===== src/include/isf_pkg.sv =====
/*
  Constants and types for the audio register slice: the register map,
  build-parameter field codes, and the packed state of the block.
  Assumes a 12-bit byte address on the peripheral bus and 32-bit data.
*/
`default_nettype none

package isf_pkg;

  ////////////////////////////////////////////////////////////////////////////
  // register map, byte offsets
  localparam logic [11:0] TX_THR0_OFF    = 12'h04c;
  localparam logic [11:0] RX_FLUSH0_OFF  = 12'h050;
  localparam logic [11:0] TX_FLUSH0_OFF  = 12'h054;
  localparam logic [11:0] CHAN_STRIDE    = 12'h040;
  localparam logic [11:0] RX_DMA_OFF     = 12'h1c0;
  localparam logic [11:0] RX_PTR_RST_OFF = 12'h1c4;
  localparam logic [11:0] TX_DMA_OFF     = 12'h1c8;
  localparam logic [11:0] TX_PTR_RST_OFF = 12'h1cc;
  localparam logic [11:0] PARAM2_OFF     = 12'h1f0;
  localparam logic [11:0] PARAM1_OFF     = 12'h1f4;
  localparam logic [11:0] VERSION_OFF    = 12'h1f8;

  // channel count, control bit position, threshold width and reset value
  localparam int          NCHAN          = 4;
  localparam int          CMD_BIT        = 0;
  localparam int          THR_W          = 4;
  localparam logic [3:0]  THR_RST        = 4'h3;

  ////////////////////////////////////////////////////////////////////////////
  // word size codes
  localparam logic [2:0]  WS_12          = 3'h0;
  localparam logic [2:0]  WS_16          = 3'h1;
  localparam logic [2:0]  WS_20          = 3'h2;
  localparam logic [2:0]  WS_24          = 3'h3;
  localparam logic [2:0]  WS_32          = 3'h4;

  // build values reported in the parameter registers
  localparam logic [2:0]  RX_WS0         = WS_32;
  localparam logic [2:0]  RX_WS1         = WS_32;
  localparam logic [2:0]  RX_WS2         = WS_32;
  localparam logic [2:0]  RX_WS3         = WS_32;
  localparam logic [2:0]  TX_WS0         = WS_32;
  localparam logic [2:0]  TX_WS1         = WS_32;
  localparam logic [2:0]  TX_WS2         = WS_32;
  localparam logic [2:0]  TX_WS3         = WS_32;
  localparam logic [1:0]  TX_CHAN_CODE   = 2'h3;
  localparam logic [1:0]  RX_CHAN_CODE   = 2'h3;
  localparam logic        HAS_RX_BLOCK   = 1'h1;
  localparam logic        HAS_TX_BLOCK   = 1'h1;
  localparam logic        MODE_EN        = 1'h1;
  localparam logic [1:0]  FIFO_DEPTH_CODE = 2'h3;
  localparam logic [1:0]  BUS_WIDTH_CODE = 2'h2;
  // arbitrary value, not tied to any release
  localparam logic [31:0] VERSION_VAL    = 32'h0000_0001;

  ////////////////////////////////////////////////////////////////////////////
  // types
  typedef enum logic [1:0] {
    ST_IDLE = 2'b01,
    ST_RESP = 2'b10
  } isf_st_t;

  typedef struct packed {
    logic        v;
    logic [1:0]  ch;
    logic        rt;
    logic [31:0] d;
  } isf_txent_t;

  typedef struct packed {
    isf_st_t     st;
    logic        pready;
    logic        pslverr;
    logic [31:0] prdata;
    logic [1:0]  rx_ptr;
    logic        rx_right;
    logic [1:0]  tx_ptr;
    logic        tx_right;
    logic [3:0]  rx_pop;
    logic [3:0]  rx_flush;
    logic [3:0]  tx_flush;
    logic [15:0] thr;
    isf_txent_t  e0;
    isf_txent_t  e1;
  } isf_state_t;

  localparam isf_state_t STATE_RST = '{st: ST_IDLE, thr: {4{THR_RST}}, default: '0};

endpackage

`default_nettype wire


===== src/rtl/isf_regs.sv =====
/*
  Register slice of a four-channel serial audio controller: fifo flush
  strobes, block dma ports with pointer resets, threshold and build
  parameter registers, on an apb-style slave with wait states.
  Assumes the channel fifos, enables and serial pins sit outside on mclk.
*/
//
// Contract
// - writing one to rx flush bit 0 empties that channel's receive fifo; reads zero.
// - writing one to tx flush bit 0 empties that channel's transmit fifo.
// - rx dma port reads step through enabled channels ascending, wrapping around.
// - each rx channel visit returns left then right before moving on.
// - rx pointer reset returns pointer to lowest enabled channel; self-clearing.
// - tx pointer reset returns pointer to lowest enabled channel; self-clearing.
// - rx sizes register reports per-channel word size fields, bit 6 reserved.
// - word size codes 12..32 bits as 0..4; tx sizes in main register.
// - channel count fields report one to four channels as codes 0..3.
// - fifo depth field reports 2, 4, 8 or 16 entries.
// - bus width field reports 8, 16 or 32 bits, code 3 reserved.
// - version register returns a fixed value; writes ignored.
// - tx empty threshold field per channel, reset value three.
`timescale 1ns/1ps
`default_nettype none

module isf_regs (
  // clock and reset
  input  wire logic         mclk,
  input  wire logic         rst,
  // peripheral bus
  input  wire logic         psel,
  input  wire logic         penable,
  input  wire logic         pwrite,
  input  wire logic [11:0]  paddr,
  input  wire logic [31:0]  pwdata,
  output logic [31:0]       prdata,
  output logic              pready,
  output logic              pslverr,
  // channel enables from the surrounding unit
  input  wire logic [3:0]   rx_chan_en,
  input  wire logic [3:0]   tx_chan_en,
  // receive fifo heads
  input  wire logic [127:0] rx_word_data,
  input  wire logic [3:0]   rx_word_valid,
  output logic [3:0]        rx_word_pop,
  // flush strobes and thresholds
  output logic [3:0]        rx_flush_strobe,
  output logic [3:0]        tx_flush_strobe,
  output logic [15:0]       tx_empty_threshold,
  // transmit word stream
  output logic [31:0]       tx_word_data,
  output logic [1:0]        tx_word_chan,
  output logic              tx_word_right,
  output logic              tx_word_valid,
  input  wire logic         tx_word_ready
);

  ////////////////////////////////////////////////////////////////////////////
  // helpers

  // next enabled channel strictly after p, wrapping; p itself is tried last
  function automatic logic [1:0] next_en(input logic [1:0] p, input logic [3:0] en);
    logic [1:0] r;
    logic [1:0] c;
    logic       hit;
    r   = p;
    hit = 1'b0;
    for (int i = 1; i <= isf_pkg::NCHAN; i++) begin
      c = p + 2'(i);
      if (!hit && en[c]) begin
        r   = c;
        hit = 1'b1;
      end
    end
    return r;
  endfunction

  // lowest enabled channel
  function automatic logic [1:0] lowest_en(input logic [3:0] en);
    return next_en(2'h3, en);
  endfunction

  ////////////////////////////////////////////////////////////////////////////
  // state

  isf_pkg::isf_state_t s_q;
  isf_pkg::isf_state_t s_d;

  // build parameter words
  logic [31:0] param2;
  logic [31:0] param1;

  assign param2 = {19'h0_0000, isf_pkg::RX_WS3, isf_pkg::RX_WS2, 1'b0,
                   isf_pkg::RX_WS1, isf_pkg::RX_WS0};
  assign param1 = {4'h0, isf_pkg::TX_WS3, isf_pkg::TX_WS2, isf_pkg::TX_WS1,
                   isf_pkg::TX_WS0, 5'h00, isf_pkg::TX_CHAN_CODE,
                   isf_pkg::RX_CHAN_CODE, isf_pkg::HAS_RX_BLOCK,
                   isf_pkg::HAS_TX_BLOCK, isf_pkg::MODE_EN,
                   isf_pkg::FIFO_DEPTH_CODE, isf_pkg::BUS_WIDTH_CODE};

  ////////////////////////////////////////////////////////////////////////////
  // next state
  always_comb begin
    logic [3:0]          rx_fl_hit;
    logic [3:0]          tx_fl_hit;
    logic [3:0]          thr_hit;
    logic [1:0]          rx_ch;
    logic [1:0]          tx_ch;
    logic                respond;
    logic                err;
    isf_pkg::isf_txent_t ent;
    rx_fl_hit = 4'h0;
    tx_fl_hit = 4'h0;
    thr_hit   = 4'h0;
    respond   = 1'b0;
    err       = 1'b0;
    rx_ch     = rx_chan_en[s_q.rx_ptr] ? s_q.rx_ptr : next_en(s_q.rx_ptr, rx_chan_en);
    tx_ch     = tx_chan_en[s_q.tx_ptr] ? s_q.tx_ptr : next_en(s_q.tx_ptr, tx_chan_en);
    ent       = '{v: 1'b1, ch: tx_ch, rt: s_q.tx_right, d: pwdata};

    s_d          = s_q;
    s_d.pready   = 1'b0;
    s_d.pslverr  = 1'b0;
    s_d.prdata   = 32'h0000_0000;
    s_d.rx_pop   = 4'h0;
    s_d.rx_flush = 4'h0;
    s_d.tx_flush = 4'h0;
    s_d.st       = isf_pkg::ST_IDLE;

    // per-channel register decode
    for (int c = 0; c < isf_pkg::NCHAN; c++) begin
      rx_fl_hit[c] = paddr == 12'(isf_pkg::RX_FLUSH0_OFF + 12'(c) * isf_pkg::CHAN_STRIDE);
      tx_fl_hit[c] = paddr == 12'(isf_pkg::TX_FLUSH0_OFF + 12'(c) * isf_pkg::CHAN_STRIDE);
      thr_hit[c]   = paddr == 12'(isf_pkg::TX_THR0_OFF + 12'(c) * isf_pkg::CHAN_STRIDE);
    end

    // drain the transmit buffer head when the channel side takes it
    // a drain and a write in one cycle: the drain goes first, but a write that finds e1 full still waits a cycle
    if (s_q.e0.v && tx_word_ready) begin
      s_d.e0   = s_q.e1;
      s_d.e1.v = 1'b0;
    end

    case (s_q.st)
      isf_pkg::ST_IDLE: begin
        if (psel && penable) begin
          if (pwrite) begin
            if (paddr == isf_pkg::TX_DMA_OFF) begin
              if (tx_chan_en == 4'h0) begin
                respond = 1'b1;
                err     = 1'b1;
              end else if (!s_q.e1.v) begin
                if (s_d.e0.v) begin
                  s_d.e1 = ent;
                end else begin
                  s_d.e0 = ent;
                end
                s_d.tx_right = !s_q.tx_right;
                if (s_q.tx_right) begin
                  s_d.tx_ptr = next_en(tx_ch, tx_chan_en);
                end else begin
                  s_d.tx_ptr = tx_ch;
                end
                respond = 1'b1;
              end
            end else if (paddr == isf_pkg::RX_PTR_RST_OFF) begin
              if (pwdata[isf_pkg::CMD_BIT]) begin
                s_d.rx_ptr   = lowest_en(rx_chan_en);
                s_d.rx_right = 1'b0;
              end
              respond = 1'b1;
            end else if (paddr == isf_pkg::TX_PTR_RST_OFF) begin
              if (pwdata[isf_pkg::CMD_BIT]) begin
                s_d.tx_ptr   = lowest_en(tx_chan_en);
                s_d.tx_right = 1'b0;
              end
              respond = 1'b1;
            end else if (|rx_fl_hit) begin
              s_d.rx_flush = pwdata[isf_pkg::CMD_BIT] ? rx_fl_hit : 4'h0;
              respond      = 1'b1;
            end else if (|tx_fl_hit) begin
              s_d.tx_flush = pwdata[isf_pkg::CMD_BIT] ? tx_fl_hit : 4'h0;
              respond      = 1'b1;
            end else if (|thr_hit) begin
              for (int c = 0; c < isf_pkg::NCHAN; c++) begin
                if (thr_hit[c]) begin
                  s_d.thr[c*isf_pkg::THR_W +: isf_pkg::THR_W] = pwdata[isf_pkg::THR_W-1:0];
                end
              end
              respond = 1'b1;
            end else if (paddr == isf_pkg::PARAM2_OFF || paddr == isf_pkg::PARAM1_OFF ||
                         paddr == isf_pkg::VERSION_OFF || paddr == isf_pkg::RX_DMA_OFF) begin
              respond = 1'b1;
            end else begin
              respond = 1'b1;
              err     = 1'b1;
            end
          end else begin
            if (paddr == isf_pkg::RX_DMA_OFF) begin
              if (rx_chan_en == 4'h0) begin
                respond = 1'b1;
                err     = 1'b1;
              end else if (rx_word_valid[rx_ch]) begin
                // an empty head leaves respond low, so the access waits
                // rx left then right, ascending
                s_d.prdata        = rx_word_data[32*rx_ch +: 32];
                s_d.rx_pop[rx_ch] = 1'b1;
                s_d.rx_right      = !s_q.rx_right;
                if (s_q.rx_right) begin
                  s_d.rx_ptr = next_en(rx_ch, rx_chan_en);
                end else begin
                  s_d.rx_ptr = rx_ch;
                end
                respond = 1'b1;
              end
            end else if (paddr == isf_pkg::PARAM2_OFF) begin
              s_d.prdata = param2;
              respond    = 1'b1;
            end else if (paddr == isf_pkg::PARAM1_OFF) begin
              s_d.prdata = param1;
              respond    = 1'b1;
            end else if (paddr == isf_pkg::VERSION_OFF) begin
              s_d.prdata = isf_pkg::VERSION_VAL;
              respond    = 1'b1;
            end else if (|thr_hit) begin
              for (int c = 0; c < isf_pkg::NCHAN; c++) begin
                if (thr_hit[c]) begin
                  s_d.prdata = {28'h000_0000, s_q.thr[c*isf_pkg::THR_W +: isf_pkg::THR_W]};
                end
              end
              respond = 1'b1;
            end else if (|rx_fl_hit || |tx_fl_hit || paddr == isf_pkg::TX_DMA_OFF ||
                         paddr == isf_pkg::RX_PTR_RST_OFF || paddr == isf_pkg::TX_PTR_RST_OFF) begin
              // write-only registers read as zero
              respond = 1'b1;
            end else begin
              respond = 1'b1;
              err     = 1'b1;
            end
          end
        end
      end
      isf_pkg::ST_RESP: begin
        // the master still holds its request here; ignoring it keeps one answer per access
        s_d.st = isf_pkg::ST_IDLE;
      end
      default: begin
        s_d.st = isf_pkg::ST_IDLE;
      end
    endcase

    // one-cycle completion of the access phase
    if (respond) begin
      s_d.pready  = 1'b1;
      s_d.pslverr = err;
      s_d.st      = isf_pkg::ST_RESP;
      if (err) begin
        s_d.prdata = 32'h0000_0000;
      end
    end
  end

  ////////////////////////////////////////////////////////////////////////////
  // state register
  always_ff @(posedge mclk or posedge rst) begin
    if (rst) begin
      s_q <= isf_pkg::STATE_RST;
    end else begin
      s_q <= s_d;
    end
  end

  ////////////////////////////////////////////////////////////////////////////
  // outputs, all straight from the state register
  assign prdata             = s_q.prdata;
  assign pready             = s_q.pready;
  assign pslverr            = s_q.pslverr;
  assign rx_word_pop        = s_q.rx_pop;
  assign rx_flush_strobe    = s_q.rx_flush;
  assign tx_flush_strobe    = s_q.tx_flush;
  assign tx_empty_threshold = s_q.thr;
  assign tx_word_data       = s_q.e0.d;
  assign tx_word_chan       = s_q.e0.ch;
  assign tx_word_right      = s_q.e0.rt;
  assign tx_word_valid      = s_q.e0.v;

endmodule // isf_regs

`default_nettype wire


===== config.mk =====
export PLATFORM = sky130hd
export DESIGN_NAME = isf_regs
export DESIGN_NICKNAME = d
export VERILOG_FILES = /design/src/include/isf_pkg.sv /design/src/rtl/isf_regs.sv
export SDC_FILE = /design/constraint.sdc
export NUM_CORES = 1
export LEC_CHECK = 0
export BUFFER_PORTS_ARGS = -buffer_cell sky130_fd_sc_hd__buf_2
export CORE_UTILIZATION = 38
export CTS_CLUSTER_SIZE = 30
export DETAILED_ROUTE_END_ITERATION = 8
export HOLD_SLACK_MARGIN = 0.08
export PLACE_DENSITY = 0.63
export SKIP_CTS_REPAIR_TIMING = 1
export SYNTH_ARGS = -nofsm -noshare
export SYNTH_HDL_FRONTEND = slang
export SYNTH_SLANG_ARGS = --single-unit

===== constraint.sdc =====
create_clock -name mclk -period 8.9 [get_ports mclk]
set_input_delay 0.89 -clock mclk [delete_from_list [all_inputs] [get_ports mclk]]
set_output_delay 0.89 -clock mclk [all_outputs]
set_load 0.05 [all_outputs]

=== Yosys cells after proc, flatten, opt, wreduce, memory -nomap -nowiden ===
Index checks and enable logic that the tools add are counted.

* Add/subtract/negate cells: 12
* Order comparisons: 17
* Equality and inequality tests: 27
* Shift operators: 1
* Multiplexer cells: 243
* Bitwise gates (word level): 7
* Reductions and logical operators: 64

{| class="wikitable"
|+ Operator list
! operator !! count
|-
| $mux 32 || 10
|-
| $mux 138 || 2
|-
| $mux 72 || 3
|-
| $mux 1 || 144
|-
| $shiftx 128x8->32 || 1
|-
| $eq 12x9->1 const B || 10
|-
| $mux 35 || 3
|-
| $mux 96 || 1
|-
| $eq 12x8->1 const B || 6
|-
| $mux 24 || 3
|-
| $mux 36 || 2
|-
| $mux 2 || 28
|-
| $mux 4 || 13
|-
| $lt 2x3->1 const B || 16
|-
| $reduce_and 10->1 || 4
|-
| $mux 37 || 1
|-
| $eq 12x7->1 const B || 3
|-
| $mux 3 || 12
|-
| $bmux 1 s2 || 17
|-
| $mux 16 || 2
|-
| $logic_and 1x1->1 || 21
|-
| $logic_not 1->1 || 20
|-
| $mux 20 || 1
|-
| $add 2x2->2 const B || 8
|-
| 13 further kinds || 40
|}

* Bits in registers: 142
* Output and inout bits: 98
* Word-level logic and storage cells: 394

=== Depth between registers and ports, before layout ===
* Depth after elaboration: 57
* Mapped depth: 13

=== Least setup slack after synthesis ===
OpenSTA, ideal clock, no wires.

* Path type: input to register
* Start point: in rx_chan_en[0]
* End point: reg s_q[105] in the netlist's numbering
* Library setup time: 120 ps
* Arrival: 3575 ps
* Setup slack: 5205 ps
* Stages on the path: 13
* Path through: buf_2 and3b_1 or4_4 nand2_2 buf_2 ha_1 clkbuf_1 o41ai_1 a21oi_1 or2_1 o31ai_1 nand2_1 a31o_1

* Longest elaborated chain between the ends: 52

{| class="wikitable"
|+ RTL lines
! element !! line !! text
|-
| start: declaration || isf_regs.sv:39 || <nowiki>input wire logic [3:0] rx_chan_en,</nowiki>
|-
| $bmux 1 s2 || isf_regs.sv:69 || <nowiki>if (!hit && en[c]) begin</nowiki>
|-
| $mux 1 (implied by the code) || isf_regs.sv:69 ||
|-
| $mux 1 || isf_regs.sv:69 ||
|-
| $logic_not 1->1 || isf_regs.sv:69 ||
|-
| $logic_and 1x1->1 || isf_regs.sv:69 ||
|-
| $mux 1 || isf_regs.sv:69 ||
|-
| $logic_not 1->1 || isf_regs.sv:69 ||
|-
| $logic_and 1x1->1 || isf_regs.sv:69 ||
|-
| [... 36 more ...] || -- ||
|-
| $logic_not 1->1 || isf_regs.sv:69 ||
|-
| $logic_and 1x1->1 || isf_regs.sv:69 ||
|-
| $mux 2 || isf_regs.sv:69 ||
|-
| $mux 2 || isf_regs.sv:208 || <nowiki>if (s_q.rx_right) begin</nowiki>
|-
| $mux 35 || isf_regs.sv:202 || <nowiki>end else if (rx_word_valid[rx_ch]) begin</nowiki>
|-
| $mux 35 || isf_regs.sv:199 || <nowiki>if (rx_chan_en == 4'h0) begin</nowiki>
|-
| $mux 3 || isf_regs.sv:198 || <nowiki>if (paddr == isf_pkg::RX_DMA_OFF) begin</nowiki>
|-
| $mux 3 || isf_regs.sv:146 || <nowiki>if (pwrite) begin</nowiki>
|-
| end signal: assignment || isf_regs.sv:266 || <nowiki>s_q <= isf_pkg::STATE_RST;</nowiki>
|-
| end: declaration || isf_regs.sv:85 || <nowiki>isf_pkg::isf_state_t s_q;</nowiki>
|}

Several ways; a longest one is shown, not always the timed one. The select of a mux whose other input is x is not followed.
A chain may end at the register's enable or synchronous reset.

=== Worst setup path after layout ===
* Start point: reg s_q[105] in the netlist's numbering
* End point: reg s_q[105] in the netlist's numbering

* Longest elaborated chain between the ends: 53

{| class="wikitable"
|+ RTL lines
! element !! line !! text
|-
| $add 2x1->2 || isf_regs.sv:68 || <nowiki>c = p + 2'(i);</nowiki>
|-
| $bmux 1 s2 || isf_regs.sv:69 ||
|-
| $mux 1 (implied by the code) || isf_regs.sv:69 ||
|-
| $mux 1 || isf_regs.sv:69 ||
|-
| $logic_not 1->1 || isf_regs.sv:69 ||
|-
| $logic_and 1x1->1 || isf_regs.sv:69 ||
|-
| $mux 1 || isf_regs.sv:69 ||
|-
| $logic_not 1->1 || isf_regs.sv:69 ||
|-
| [... 37 more ...] || -- ||
|-
| $logic_not 1->1 || isf_regs.sv:69 ||
|-
| $logic_and 1x1->1 || isf_regs.sv:69 ||
|-
| $mux 2 || isf_regs.sv:69 ||
|-
| $mux 2 || isf_regs.sv:208 ||
|-
| $mux 35 || isf_regs.sv:202 ||
|-
| $mux 35 || isf_regs.sv:199 ||
|-
| $mux 3 || isf_regs.sv:198 ||
|-
| $mux 3 || isf_regs.sv:146 ||
|}

Every way passes the cells marked *; elsewhere a longest branch is shown, timed or not. The select of a mux whose other input is x is not followed.

==> impl_metrics.tcl <==
set metrics [dict create \
    status "complete, no violations" \
    final_cell_area_sq_mm 0.00985 \
    critical_path_required_ns 9.21 \
    placed_cells 1216 \
    path_buf_inv 0 \
    path_max_fanout 37 \
    synth_ff_type "dfrtp_1" \
    num_rows 53 \
    crit_path_top_delay_cell "dfrtp_1" \
    max_stage_delay_ns 0.72 \
    pre_cts_ws_ns 4.56 \
    area_growth_pct 18.6 \
    tritoncts "done" \
    drive_gt1_share_pct 44.5 \
    cp.arrival_ns 4.26 \
    grt_pass1_vias 6340 \
    netlist_area_sq_mm 0.00830 \
    total_power_uw 1530 \
    grt-ovfl-total 0 \
    reg2reg_slack_ns 4.95 \
    avgSynthCellArea_sq_um 10.5 \
    drc 0 \
    leakagePower_uw 0.00522 \
    fp.dieH_um 150 \
    pwr-share-seq_pct 42.0 \
    hp-class "reg -> reg" \
    async_reset_ff_share_pct 100 \
    die_w_um 150 \
    power_switching_uw 360 \
    ant_nets 0 \
    combPwrFrac_pct 10.2 \
    dr.pass1.iters 5 \
    gp_congestion 0.843 \
    nets 1154 \
    h-tree-depth 4 \
    p_per_area_mw_per_mm2 156 \
    hold_viol 0 \
    final_cells 1253 \
    yosysMostFrequentCell "dfrtp_1" \
    maxSlewHeadroom_pct 23.9 \
    cp-endpoint "s_q[105]" \
    synth_nets 982 \
    grt_max_degree 74 \
    track_usage_pct 20.1 \
    seq_area_frac_synth_pct 42.6 \
    cts.reportedPaths.clkPinSlew_ns 0.06 \
    dpl.hpwl_mm 16.4 \
    num_io_pins 288 \
    synth.cells.most_frequent "dfrtp_1 (132), buf_4 (97), nor2_1 (72)" \
    cp_top_family "simple AND/OR/NAND/NOR gates" \
    syn_inst 788 \
    synth_top_cells_by_area "dfrtp_1 (40%), buf_4 (8.8%), mux4_2 (8.7%), mux2_2 (7.5%), mux2i_1 (4.5%)" \
    fillers 2037 \
    fmax_ghz 0.253 \
    core-area_sq_mm 0.0212 \
    dieArea_sq_mm 0.0224 \
    swShare_pct 23.5 \
    cts_num_sinks 141 \
    synth_cell_types 68 \
    setup_ws_ns 4.95 \
    rr_startpoint "s_q[105]" \
    viasPerCell 5.18 \
    grt_pass1_wl_mm 34.4 \
    cts-buffers-inserted 17 \
    crit_chain "nor3_1, or4_4, nand2_2, ha_1, o41ai_1, a21oi_1, or2_1, o31ai_1, nand2_1, a31o_1" \
    clk_latency_ns 0.42 \
    ys_seq_elements 141 \
    crit_type "reg -> reg" \
    skew_ns 0.0139 \
    yosysTopAreaCell "dfrtp_1" \
    synth-edff-count 0 \
    initial_core_util_pct 39.1 \
    tightestPinTransition_ns 1.13 \
    num_vias 6495 \
    maxSlewViolCount 0 \
    clk_path_buf_depth 2 \
    maxCapViolations 0 \
    path_depth 10 \
    drt_iter0_drc 317 \
    end_kind "flip-flop" \
    critPathLaunchType "flip-flop" \
    period_share_pct 44.4 \
    setup_viol 0 \
    cts_root_buf "clkbuf_16" \
    r2r_cells 10 \
    post-route-min-period_ns 3.95 \
    io_buffers 287 \
    antenna_found_initial 5 \
    ys_warn_count 0 \
    placed_cell_area_sq_mm 0.00923 \
    tns_ns 0 \
    rsz0062_at_grt "false" \
    p_int_uw 1170 \
    worst_ir_drop_vdd_mv 0.102 \
    rr_endpoint "s_q[105]" \
    finalWirelength_mm 22.4 \
    p_clk_share_pct 47.8 \
    hp-start "s_q[34]" \
    synth_top_area_share_pct 39.8 \
    cp-startpoint "s_q[105]" \
    routedWlPerCell_um 17.9 \
]
==> cell type report <==
class / instances / area, sq um / share of cell area, %
clock buffer: 22 / 464 / 4.71
sequential: 141 / 3540 / 35.9
antenna: 5 / 12.5 / 0.127
inverter: 12 / 50.0 / 0.508
tap: 275 / 344 / 3.49
clock inverter: 10 / 143 / 1.45
multi-input combinational: 493 / 3800 / 38.6
timing repair buffer: 295 / 1500 / 15.2
==> flip-flops by register name, indices dropped and copies added (netlist names), named ones only <==
register            cells
tx_flush_strobe         4
tx_empty_threshold     16
rx_word_pop             4
tx_word_right           1
tx_word_chan            2
prdata                 32
s_q                    42
tx_word_valid           1
pslverr                 1
tx_word_data           32
rx_flush_strobe         4
pready                  1
==> worst min path at each step <==
stage / slack, ns / cells after the start / end
final: 0.48 / 2 / s_q[34]
after global routing: 0.51 / 1 / s_q[5]
after CTS: 0.48 / 2 / s_q[34]
after detailed placement: 0.47 / 2 / s_q[34]
after global placement: 0.46 / 2 / s_q[34]
after floorplan: 0.45 / 2 / s_q[34]
==> metrics by stage <==
step | hold WS, ns | utilization (%)
3_5_place_dp | 0.469 | 43.5
2_1_floorplan | 0.446 | -
5_1_grt | 0.514 | 46.4
4_1_cts | 0.482 | 46.4
3_3_place_gp | 0.463 | 43.5
6_report | 0.477 | 46.4
==> per-layer routing <==
layer	up-vias	global-route usage, %	part of all wire, %
li1	3079	-	-
met1	3185	27.0	44
met2	212	31.4	48
met3	17	5.73	6.8
met4	2	5.91	1.1
met5	-	0	0.062
==> power by group through the flow <==
stage / clock network [uW] / logic (uW) / registers (uW)
final: 732 / 157 / 643
after global routing: 782 / 172 / 643
after CTS: 754 / 158 / 643
after detailed placement: 0 / 157 / 655
after global placement: 0 / 155 / 655
after floorplan: 0 / 88.8 / 657
==> cell usage in the layout, fill, tap and decap left out, drive strengths merged, types with 7 or more instances in the layout <==
master  Yosys  final
mux2i      37     37
mux4       32     32
nand3      17     17
and2       22     22
nand2b     11     11
buf       116    295
dfrtp     132    132
o22ai       7      7
nor2       72     72
o21ai      22     22
and3        9      9
mux2       55     55
clkbuf     26     22
nor3       18     18
nand2      32     32
dfstp       9      9
inv        12     12
nor2b      11     11
a21oi      62     62
nor4        7      7
==> kinds of logic (layout without fill, tap and decap cells) <==
kind of cell               Yosys count  after routing  share of synthesized area [%]
other                                0              5                              0
and+or+nand+nor                    226            226                           14.3
adders and majority gates            5              5                          0.723
AOI/OAI and AO/OA                  137            137                           9.96
muxes                              124            124                           20.6
buffers and inverters              154            339                           11.7
xor gates and xnor gates             1              1                          0.105
DFF                                141            141                           42.6
==> tightest hold or removal path: stages, from the launching register on <==
cell     delay [ns]
dfrtp_1        0.34
nand2_1        0.05
o21ai_0        0.06
Note: power is estimated with default switching activity, not from simulation.
